[src/design/led_indicator_control_map.svh]
// Purpose: offsets, field positions, reset values and timing figures of the LED block
// Assumes: word index of a register is its printed offset; byte address is four times it
// Notes:   definitions only
`ifndef LED_INDICATOR_CONTROL_MAP_SVH
`define LED_INDICATOR_CONTROL_MAP_SVH
// ****************************************
// register map
// ****************************************
`define SECOND_CFG_IDX 16'hA00D
`define THIRD_CFG_IDX  16'hA00E
`define BLINK_CFG_IDX  16'hA00F
`define SECOND_CFG_RST 16'h0620
`define THIRD_CFG_RST  16'h0640
`define BLINK_CFG_RST  7'h06
// ****************************************
// configuration word fields
// ****************************************
`define F_SRC_HI 15
`define F_SRC_LO 14
`define F_LAB    13
`define F_FDE    12
`define F_HDE    11
`define F_TABE   10
`define F_RABE   9
`define F_TAE    8
`define F_RAE    7
`define F_GE     6
`define F_FE     5
`define F_BE     4
`define F_CBE    3
`define F_GBE    2
`define F_FBE    1
`define F_BBE    0
`define DUTY_HI  6
`define DUTY_LO  4
`define RATE2_HI 3
`define RATE2_LO 2
`define RATE1_HI 1
`define RATE1_LO 0
// ****************************************
// status vector bits and speed codes
// ****************************************
`define ST_LINK  0
`define ST_10    1
`define ST_100   2
`define ST_1000  3
`define ST_FD    4
`define ST_TX    5
`define ST_RX    6
`define ST_COL   7
`define SPEED_10   2'h0
`define SPEED_100  2'h1
`define SPEED_1000 2'h2
// ****************************************
// timing
// ****************************************
`define CLK_PERIOD_NS    100
`define SLOT_TIME_NS     5208333
`define MIN_ON_TIME_NS   10000000
`define SLOTS_PER_PERIOD 4'hC
`endif

[src/design/led_indicator_control_pkg.sv]
// Purpose: shared types of the LED block
// Assumes: nothing
// Notes:   encodings of the source field follow its bit values
package led_indicator_control_pkg;
  typedef enum logic [1:0] {SRC_COPPER, SRC_SERIAL, SRC_AND, SRC_OR} source_sel_t;
  typedef logic [7:0] status_t;
endpackage

[src/design/led_blink_gen.sv]
// Purpose: free-running blink generator shared by all LEDs
// Assumes: one slot tick is a twelfth of a 16 Hz period
// Notes:   each rate runs its own slot counter so duty holds at every rate
`timescale 1ns/1ps
`include "led_indicator_control_map.svh"
module led_blink_gen import led_indicator_control_pkg::*; #(
  parameter int SLOT_CYC = 52083
) (
  input  wire logic       core_clk,
  input  wire logic       rst,
  input  wire logic [6:0] blink_cfg,
  output logic            blink_one,
  output logic            blink_two
);
  logic [16:0] pre_q;
  logic        tick;
  logic [2:0]  sub_q  [4];
  logic [3:0]  slot_q [4];
  logic [3:0]  lvl;

  // a ratio of twelfths covers every duty code exactly
  function automatic logic [3:0] on_slots(input logic [2:0] duty);
    case (duty)
      3'h1:    on_slots = 4'h8;
      3'h2:    on_slots = 4'h9;
      3'h3:    on_slots = 4'hA;
      3'h5:    on_slots = 4'h4;
      3'h6:    on_slots = 4'h3;
      3'h7:    on_slots = 4'h2;
      default: on_slots = 4'h6;
    endcase
  endfunction

  assign tick = (pre_q == 17'(SLOT_CYC - 1));

  always_ff @(posedge core_clk) begin
    if (rst || tick) begin
      pre_q <= 17'h0;
    end else begin
      pre_q <= pre_q + 17'h1;
    end
  end

  // rate r: 2,4,8,16 Hz; a slot lasts 8>>r ticks
  always_ff @(posedge core_clk) begin
    for (int r = 0; r < 4; r++) begin
      if (rst) begin
        sub_q[r]  <= 3'h0;
        slot_q[r] <= 4'h0;
      end else if (tick) begin
        if (sub_q[r] == 3'(7 >> r)) begin
          sub_q[r]  <= 3'h0;
          slot_q[r] <= (slot_q[r] == `SLOTS_PER_PERIOD - 4'h1) ? 4'h0 : slot_q[r] + 4'h1;
        end else begin
          sub_q[r] <= sub_q[r] + 3'h1;
        end
      end
    end
  end

  always_comb begin
    for (int r = 0; r < 4; r++) begin
      lvl[r] = slot_q[r] < on_slots(blink_cfg[`DUTY_HI:`DUTY_LO]);
    end
  end

  always_ff @(posedge core_clk) begin
    if (rst) begin
      blink_one <= 1'b0;
      blink_two <= 1'b0;
    end else begin
      blink_one <= lvl[blink_cfg[`RATE1_HI:`RATE1_LO]];
      blink_two <= lvl[blink_cfg[`RATE2_HI:`RATE2_LO]];
    end
  end
endmodule

[src/design/led_channel.sv]
// Purpose: indication logic of one LED from its combined status
// Assumes: status already merged per the LED's source field
// Notes:   activity blink beats other blink, which beats minimum-on and steady on
`timescale 1ns/1ps
`include "led_indicator_control_map.svh"
module led_channel import led_indicator_control_pkg::*; #(
  parameter int MIN_ON_CYC = 100000
) (
  input  wire logic        core_clk,
  input  wire logic        rst,
  input  wire logic [13:0] cfg,
  input  wire status_t     st,
  input  wire logic        blink_one,
  input  wire logic        blink_two,
  output logic             led_q
);
  logic        link, steady, act_blink, oth_blink, trig;
  logic [16:0] hold_q;

  assign link      = st[`ST_LINK];
  assign steady    = (cfg[`F_GE] & st[`ST_1000]) | (cfg[`F_FE] & st[`ST_100]) | (cfg[`F_BE] & st[`ST_10])
                   | (cfg[`F_FDE] & st[`ST_FD]) | (cfg[`F_HDE] & ~st[`ST_FD]);
  // with the indicator bit clear, activity blinks only an LED that is on
  assign act_blink = ((cfg[`F_TABE] & st[`ST_TX]) | (cfg[`F_RABE] & st[`ST_RX])) & (cfg[`F_LAB] | steady);
  assign oth_blink = (cfg[`F_GBE] & st[`ST_1000]) | (cfg[`F_FBE] & st[`ST_100]) | (cfg[`F_BBE] & st[`ST_10])
                   | (cfg[`F_CBE] & st[`ST_COL]);
  assign trig      = (cfg[`F_TAE] & st[`ST_TX]) | (cfg[`F_RAE] & st[`ST_RX]);

  always_ff @(posedge core_clk) begin
    if (rst || !link) begin
      hold_q <= 17'h0;
    end else if (trig) begin
      hold_q <= 17'(MIN_ON_CYC);
    end else if (hold_q != 17'h0) begin
      hold_q <= hold_q - 17'h1;
    end
  end

  always_ff @(posedge core_clk) begin
    if (rst || !link) begin
      led_q <= 1'b0;
    end else if (act_blink) begin
      led_q <= blink_two;
    end else if (oth_blink) begin
      led_q <= blink_one;
    end else begin
      led_q <= steady | (hold_q != 17'h0);
    end
  end
endmodule

[src/design/led_indicator_control.sv]
// Purpose: second and third status LED control with register access over Wishbone
// Assumes: status inputs come from core logic on core_clk; strap pin is asynchronous
// Notes:   registers sit at byte address four times their word index
//
// Chosen here: the Wishbone interface to the registers.
`timescale 1ns/1ps
`include "led_indicator_control_map.svh"
module led_indicator_control import led_indicator_control_pkg::*; #(
  parameter int SLOT_CYC   = `SLOT_TIME_NS / `CLK_PERIOD_NS,
  parameter int MIN_ON_CYC = `MIN_ON_TIME_NS / `CLK_PERIOD_NS
) (
  input  wire logic        core_clk,
  input  wire logic        rst,
  input  wire logic [17:0] wb_adr_i,
  input  wire logic [31:0] wb_dat_i,
  output logic      [31:0] wb_dat_o,
  input  wire logic        wb_we_i,
  input  wire logic [3:0]  wb_sel_i,
  input  wire logic        wb_cyc_i,
  input  wire logic        wb_stb_i,
  output logic             wb_ack_o,
  input  wire logic [1:0]  strap_chip_mode,
  input  wire logic        copper_link_up,
  input  wire logic [1:0]  copper_speed,
  input  wire logic        copper_full_duplex,
  input  wire logic        copper_tx_act,
  input  wire logic        copper_rx_act,
  input  wire logic        copper_collision,
  input  wire logic        serial_link_up,
  input  wire logic [1:0]  serial_speed,
  input  wire logic        serial_full_duplex,
  input  wire logic        serial_tx_act,
  input  wire logic        serial_rx_act,
  input  wire logic        serial_collision,
  output logic             second_led,
  output logic             third_led
);
  // ****************************************
  // declarations
  // ****************************************
  logic [1:0]  strap_meta_q;
  logic [1:0]  strap_sync_q;
  logic        strap_pending_q;
  logic [15:0] second_cfg_q;
  logic [15:0] third_cfg_q;
  logic [6:0]  blink_cfg_q;
  logic        ack_q;
  logic [31:0] dat_q;
  logic        req;
  logic [15:0] idx;
  logic [15:0] rd_word;
  logic [15:0] blink_merged;
  status_t     copper_st;
  status_t     serial_st;
  status_t     second_st;
  status_t     third_st;
  logic        blink_one;
  logic        blink_two;

  // ****************************************
  // functions
  // ****************************************
  function automatic source_sel_t mode_to_source(input logic [1:0] mode);
    case (mode)
      2'h1:    mode_to_source = SRC_SERIAL;
      2'h2:    mode_to_source = SRC_AND;
      2'h3:    mode_to_source = SRC_OR;
      default: mode_to_source = SRC_COPPER;
    endcase
  endfunction

  function automatic logic [15:0] merge16(input logic [15:0] old, input logic [15:0] d, input logic [1:0] sel);
    merge16 = {sel[1] ? d[15:8] : old[15:8], sel[0] ? d[7:0] : old[7:0]};
  endfunction

  function automatic status_t pack_status(input logic link, input logic [1:0] spd, input logic fd,
                                          input logic tx, input logic rx, input logic col);
    pack_status = {col, rx, tx, fd, spd == `SPEED_1000, spd == `SPEED_100, spd == `SPEED_10, link};
  endfunction

  function automatic status_t combine(input logic [1:0] sel, input status_t c, input status_t s);
    case (source_sel_t'(sel))
      SRC_SERIAL: combine = s;
      SRC_AND:    combine = c & s;
      SRC_OR:     combine = c | s;
      default:    combine = c;
    endcase
  endfunction

  // ****************************************
  // strap capture
  // ****************************************
  // strap is held steady across reset, so two stages settle before release
  always_ff @(posedge core_clk) begin
    strap_meta_q <= strap_chip_mode;
    strap_sync_q <= strap_meta_q;
  end

  always_ff @(posedge core_clk) begin
    if (rst) begin
      strap_pending_q <= 1'b1;
    end else begin
      strap_pending_q <= 1'b0;
    end
  end

  // ****************************************
  // wishbone slave
  // ****************************************
  assign req = wb_cyc_i && wb_stb_i && !ack_q;
  assign idx = wb_adr_i[17:2];

  always_ff @(posedge core_clk) begin
    if (rst) begin
      ack_q <= 1'b0;
    end else begin
      ack_q <= req;
    end
  end

  always_ff @(posedge core_clk) begin
    if (rst) begin
      second_cfg_q <= `SECOND_CFG_RST;
    end else if (strap_pending_q) begin
      second_cfg_q[`F_SRC_HI:`F_SRC_LO] <= mode_to_source(strap_sync_q);
    end else if (req && wb_we_i && idx == `SECOND_CFG_IDX) begin
      second_cfg_q <= merge16(second_cfg_q, wb_dat_i[15:0], wb_sel_i[1:0]);
    end
  end

  always_ff @(posedge core_clk) begin
    if (rst) begin
      third_cfg_q <= `THIRD_CFG_RST;
    end else if (strap_pending_q) begin
      third_cfg_q[`F_SRC_HI:`F_SRC_LO] <= mode_to_source(strap_sync_q);
    end else if (req && wb_we_i && idx == `THIRD_CFG_IDX) begin
      third_cfg_q <= merge16(third_cfg_q, wb_dat_i[15:0], wb_sel_i[1:0]);
    end
  end

  assign blink_merged = merge16({9'h000, blink_cfg_q}, wb_dat_i[15:0], wb_sel_i[1:0]);

  // upper bits of the blink word are reserved and never stored
  always_ff @(posedge core_clk) begin
    if (rst) begin
      blink_cfg_q <= `BLINK_CFG_RST;
    end else if (req && wb_we_i && idx == `BLINK_CFG_IDX) begin
      blink_cfg_q <= blink_merged[6:0];
    end
  end

  always_comb begin
    case (idx)
      `SECOND_CFG_IDX: rd_word = second_cfg_q;
      `THIRD_CFG_IDX:  rd_word = third_cfg_q;
      `BLINK_CFG_IDX:  rd_word = {9'h000, blink_cfg_q};
      default:         rd_word = 16'h0000;
    endcase
  end

  // unmapped addresses still answer, reading zero, so a stray access never hangs the bus
  always_ff @(posedge core_clk) begin
    if (rst) begin
      dat_q <= 32'h0000_0000;
    end else if (req && !wb_we_i) begin
      dat_q <= {16'h0000, rd_word};
    end
  end

  assign wb_ack_o = ack_q;
  assign wb_dat_o = dat_q;

  // ****************************************
  // status selection
  // ****************************************
  assign copper_st = pack_status(copper_link_up, copper_speed, copper_full_duplex,
                                 copper_tx_act, copper_rx_act, copper_collision);
  assign serial_st = pack_status(serial_link_up, serial_speed, serial_full_duplex,
                                 serial_tx_act, serial_rx_act, serial_collision);
  assign second_st = combine(second_cfg_q[`F_SRC_HI:`F_SRC_LO], copper_st, serial_st);
  assign third_st  = combine(third_cfg_q[`F_SRC_HI:`F_SRC_LO], copper_st, serial_st);

  // ****************************************
  // blink source and LED channels
  // ****************************************
  // one divider for both LEDs keeps them blinking in phase
  led_blink_gen #(
    .SLOT_CYC (SLOT_CYC)
  ) u_blink (
    .core_clk  (core_clk),
    .rst       (rst),
    .blink_cfg (blink_cfg_q),
    .blink_one (blink_one),
    .blink_two (blink_two)
  );

  led_channel #(
    .MIN_ON_CYC (MIN_ON_CYC)
  ) u_second (
    .core_clk  (core_clk),
    .rst       (rst),
    .cfg       (second_cfg_q[13:0]),
    .st        (second_st),
    .blink_one (blink_one),
    .blink_two (blink_two),
    .led_q     (second_led)
  );

  led_channel #(
    .MIN_ON_CYC (MIN_ON_CYC)
  ) u_third (
    .core_clk  (core_clk),
    .rst       (rst),
    .cfg       (third_cfg_q[13:0]),
    .st        (third_st),
    .blink_one (blink_one),
    .blink_two (blink_two),
    .led_q     (third_led)
  );
endmodule

[config.mk]
export PLATFORM = sky130hd
export DESIGN_NAME = led_indicator_control
export DESIGN_NICKNAME = d
export VERILOG_FILES = /design/src/design/led_indicator_control_pkg.sv /design/src/design/led_blink_gen.sv /design/src/design/led_channel.sv /design/src/design/led_indicator_control.sv
export VERILOG_INCLUDE_DIRS = /design/src /design/src/design
export SDC_FILE = /design/constraint.sdc
export NUM_CORES = 1
export LEC_CHECK = 0
export BUFFER_PORTS_ARGS = -buffer_cell sky130_fd_sc_hd__buf_2
export CORE_MARGIN = 3
export CORE_UTILIZATION = 40
export DETAILED_ROUTE_END_ITERATION = 12
export GPL_ROUTABILITY_DRIVEN = 0
export PLACE_DENSITY = 0.58
export SLEW_MARGIN = 10
export SYNTH_ARGS = -nofsm -noshare
export SYNTH_HDL_FRONTEND = slang
export SYNTH_SLANG_ARGS = --single-unit
[constraint.sdc]
create_clock -name core_clk -period 2.35 [get_ports core_clk]
set_input_delay 0 -clock core_clk [delete_from_list [all_inputs] [get_ports core_clk]]
set_output_delay 0 -clock core_clk [all_outputs]
set_load 0.05 [all_outputs]
---- Word-level counts from Yosys, hierarchy flattened ----
Memories as Yosys holds them, arrays and structs flattened.
Index checks and enable logic that the tools add are counted.
word-level totals
  register bits ........................... 116
  latch bits .............................. 0
  bits in writable memories ............... 28
  memory bits (read-only) ................. 0
  input port bits ......................... 75
  logic and storage cells ................. 245
  memories kept ........................... 2
memories
  name            depth  bits a word  rd ports  clocked after memory_dff  wr ports  line                 RTL
  u_blink.slot_q  4      4            4         0                         4         led_blink_gen.sv:18  logic [3:0] slot_q [4];
  u_blink.sub_q   4      3            4         0                         4         led_blink_gen.sv:17  logic [2:0] sub_q [4];
operators by class
  add/sub/neg operators ................... 11
  $mul .................................... 0
  divide/modulo/power cells ............... 0
  $lt $le $gt $ge ......................... 6
  equal/unequal tests ..................... 30
  shift-type cells ........................ 0
  multiplexer cells ....................... 75
  bitwise operators ....................... 67
  reductions and logical operators ........ 33
operator list
  cell                                                   number
  two-way mux 17 bit                                     4
  equality test 16 bit, second input constant            3
  one-hot mux 16 bit (3 select lines)                    1
  one-hot mux 8 bit (3 select lines)                     2
  two-way mux 1 bit                                      40
  bitwise OR 1 bit                                       34
  nonzero test 17 bit                                    2
  subtractor 17 x 1 -> 17 bit, second input constant     2
  two-way mux 16 bit                                     2
  two-way mux 4 bit                                      8
  two-way mux 8 bit                                      4
  AND 1 bit                                              28
  two-way mux 3 bit                                      8
  one-hot mux 4 bit (6 select lines)                     1
  adder 17 x 1 -> 17 bit, second input constant          1
  equality test 17 x 16 -> 1 bit, second input constant  1
  adder 4 x 1 -> 4 bit, second input constant            4
  equality test 2 bit, second input constant             8
  equality test 4 bit, second input constant             4
  < comparator 4 bit                                     4
  adder 3 x 1 -> 3 bit, second input constant            4
  equality test 3 bit, second input constant             4
  AND reduction 3 bit                                    4
  equality test 2 x 1 -> 1 bit, second input constant    5
  17 further kinds                                       44

---- Depth between registers and ports, before layout ----
  depth after elaboration ................. 11
  mapped depth ............................ 9
  depth with buffers taken out ............ 9

---- By module ----
Synthesis repeated with hierarchy kept, for this count alone.
second synthesis, totals
  cells, all modules ...................... 863
  area, all modules ....................... 7721.2 um2
modules (own cells, without submodules)
  module                 instances  cells each  area each (um2)  seq. area each (um2)
  led_indicator_control  1          371         3126.7           1221.2
  led_blink_gen          1          268         2675.1           1221.2
  led_channel            2          112         959.7            360.3

---- Worst setup path before layout ----
No wires, ideal clock.
  path kind ............................... register to register
  start point ............................. register u_second.hold_q[11]
  end point ............................... register u_second.hold_q[8]
  data arrival time ....................... 1.949 ns
  slack ................................... 0.273 ns
  stages on the path, launching flop included .. 8
  buffers on the path ..................... 1
  period minus slack after synthesis ...... 2.077 ns
  cells stage by stage .................... dfxtp_1 > or3_4 > or4_4 > or3_1 > buf_6 > nand4_1 > xor2_1 > nor2_1
on the way
  cells in the longest elaborated chain, start to end .. 1
RTL lines
  what                    line               RTL
  from (decl)             led_channel.sv:18  logic [16:0] hold_q;
  from (signal assigned)  led_channel.sv:33  hold_q <= 17'(MIN_ON_CYC);
  from (signal assigned)  led_channel.sv:35  hold_q <= hold_q - 17'h1;
  nonzero test 17 bit     led_channel.sv:34  end else if (hold_q != 17'h0) begin
No other way between the ends.
A chain may end at the register's enable or synchronous reset.

---- Worst setup path in the final report ----
Same ends and word-level chain as after synthesis.

==> impl_metrics.py <==
metrics = {
    "final_layout": {
        "syn2layout_area_growth_pct": 20.7,
        "n_fill_cell": 1669,
        "final_area_um2": 8840,
        "final_nets": 998,
        "drive_above_1_share_pct": 16.5,
        "diodes": 0,
    },
    "critical_path": {
        "crit_type": "register to register",
        "cp.arrival_ns": 2.50,
        "end_kind": "register",
        "worstPathRequired_ns": 2.66,
        "critPathMaxFanout": 6,
        "cp-start-kind": "register",
    },
    "route": {
        "first_iter_violations": 289,
        "vias": 5819,
        "dr.pass1.iters": 4,
        "wl_per_cell_um": 15.1,
        "avgViaCountPerCell": 5.14,
        "post-route-drc-count": 0,
        "routed_wl_um": 17100,
        "final_antenna_net_count": 0,
    },
    "yosys": {
        "yosysSeqAreaShare_pct": 43.2,
        "synth_largest_area_cell": "dfxtp_1",
        "synth-edff-count": 28,
        "synth_area_leaders": "dfxtp_1, edfxtp_1, nor2_1",
        "ys_types": 67,
        "synthCells": 791,
        "synthFlopType": "dfxtp_1",
        "postSynthRegisterBits": 144,
        "synth.avg_cell_area_um2": 9.26,
        "post-synth-top-area-fraction_pct": 31.7,
        "synth_most_common_cell": "nor2_1",
        "synth_commonest_cells": "nor2_1, dfxtp_1, mux2i_1",
        "synth-async-reset-ratio_pct": 0,
        "yosys_warnings": 0,
        "syn_area_um2": 7330,
    },
    "cts": {
        "cts_tree": "built",
        "root_buffer": "clkbuf_16",
        "cts.sinks": 144,
        "clk_latency_ns": 0.42,
        "cts_made_buffers": 17,
        "cts_setup_buffers": 0,
        "clk_pin_slew_ns": 0.06,
        "htree_levels": 4,
        "cts_buffer_depth": 2,
    },
    "power_and_ir_drop": {
        "switchingPower_mw": 2.98,
        "vdd_drop_max_uv": 516,
        "switching_share_pct": 32.2,
        "p_clk_share_pct": 33.5,
        "intPower_mw": 6.27,
        "power_frac_comb_pct": 33.6,
        "power_mw": 9.24,
        "powerDensity_nw_per_um2": 1040,
        "seq_power_share_pct": 33.0,
        "p_leak_nw": 3.48,
    },
    "sta": {
        "skew_ns": 0.0129,
        "fmax_mhz": 456,
        "min_period_ns": 2.19,
        "setup_violations": 0,
        "drv_slew": 0,
        "setup_slack_ns": 0.159,
        "max_slew.worst_pin.slew_ns": 0.634,
        "finalCritPeriodShare_pct": 93.2,
        "timing.slew.headroom_pct": 57.7,
        "hold_viol_final": 0,
        "rsz0062_at_grt": "false",
        "setup_tns_ns": 0,
    },
    "place": {
        "io_buffers": 73,
        "pre_cts_ws_ns": 0.166,
        "placed_cell_area_um2": 7960,
        "place_hpwl_um": 12500,
    },
    "global_routing": {
        "grt-ovfl-total": 0,
        "grt_max_degree": 48,
        "grt_pass1_vias": 5491,
        "grt_antenna_before_repair": 0,
        "grt_pass1_wl_um": 27800,
        "grt_usage_pct": 17.4,
    },
    "run_status": {
        "status": "finished, final reports clean",
    },
    "die": {
        "core_um2": 17600,
        "dieArea_um2": 20000,
        "boundaryPins": 110,
        "die_h_um": 141,
        "die_x_um": 141,
        "initial_core_util_pct": 41.6,
        "rows": 48,
    },
    "min_path": {
        "min_path_type": "input pin to register",
    },
    "run": {
        "cap_violations": 0,
    },
}
[state kept, by name, indices dropped and copies added, names as in the netlist]
register           count
wb_dat_o              16
u_blink.slot_q        16
strap_pending_q        1
u_second.hold_q       17
blink_cfg_q            7
second_cfg_q          16
third_cfg_q           16
u_third.led_q          1
strap_meta_q           2
u_second.led_q         1
strap_sync_q           2
u_blink.pre_q         17
wb_ack_o               1
u_third.hold_q        17
u_blink.blink_one      1
u_blink.blink_two      1
u_blink.sub_q         12
[timing repair]
action,4_1_cts,5_1_grt
hold buffers,20,0
endpoints found under the hold margin,42,0
resized for setup,0,1
setup endpoints to repair,0,1
[metrics by stage]
stage	utilization [%]	std cells	hold slack [ns]
3_3_place_gp	45.2	1081	0.105
5_1_grt	50.3	1133	0.104
3_5_place_dp	45.2	1081	0.104
2_1_floorplan	-	806	0.0277
4_1_cts	50.2	1133	0.0847
6_report	50.3	1133	0.0892
[logic make-up after synthesis]
group | synth area share, %
muxes | 7.45
buffers and inverters | 4.73
and+or+nand+nor | 20.8
xor gates and xnor gates | 5.86
AOI/OAI and AO/OA | 13.2
adders and majority gates | 4.78
DFF | 43.2
other | 0.0512
[worst max-delay path: stages (launching register included)]
cell and delay [ns]:
dfxtp_1 0.34, or3_4 0.40, or4_4 0.47, or3_1 0.50
nand4_1 0.16, xor2_1 0.16, nor2_1 0.05
[area by class of cell]
cell class | count | area (um^2) | share of cell area (%)
Multi-Input combinational cell | 589 | 3880 | 43.9
Clock inverter | 11 | 209 | 2.36
Timing Repair Buffer | 116 | 738 | 8.35
Sequential cell | 144 | 3160 | 35.8
Inverter | 27 | 101 | 1.15
Tap cell | 225 | 282 | 3.18
Clock buffer | 21 | 470 | 5.32
[power groups by stage]
| stage | Combinational (mW) | Clock, mW | Sequential (mW) |
|---|---|---|---|
| 2_1_floorplan | 2.44 | 0 | 3.11 |
| 3_3_place_gp | 3.02 | 0 | 3.09 |
| 3_5_place_dp | 3.02 | 0 | 3.09 |
| 4_1_cts | 3.08 | 3.16 | 3.04 |
| 5_1_grt | 3.49 | 3.27 | 3.09 |
| 6_report | 3.10 | 3.09 | 3.05 |
[per-layer routing]
| layer | up-vias | GRT usage [%] | wire length, um |
|---|---|---|---|
| li1 | 3000 | - | - |
| met1 | 2692 | 24.2 | 8450 |
| met5 | - | 0 | 0 |
| met4 | 0 | 4.39 | 133 |
| met2 | 119 | 27.5 | 7760 |
| met3 | 8 | 3.81 | 715 |
[path summary, 6_finish.rpt]
check / start / to / slack [ns] / cells past startpoint
max: u_second.hold_q[11] / u_second.hold_q[8] / 0.16 / 6
min: rst / strap_pending_q / 0.09 / 2
max reg2reg: u_second.hold_q[11] / u_second.hold_q[8] / 0.16 / 6
min reg2reg: strap_meta_q[1] / strap_sync_q[1] / 0.33 / 0
[cells in the final DEF, fill, tap and decap left out, types with 23 or more instances in the layout]
cell,netlist,routed
nor2_1,134,133
dfxtp_1,116,116
buf_2,4,73
mux2i_1,50,50
a21oi_1,39,39
nand2_1,36,36
xnor2_1,30,30
ha_1,28,28
edfxtp_1,28,28
inv_1,27,27
o21ai_0,26,26
buf_4,16,23
Note: power is estimated with default switching activity, not from simulation.
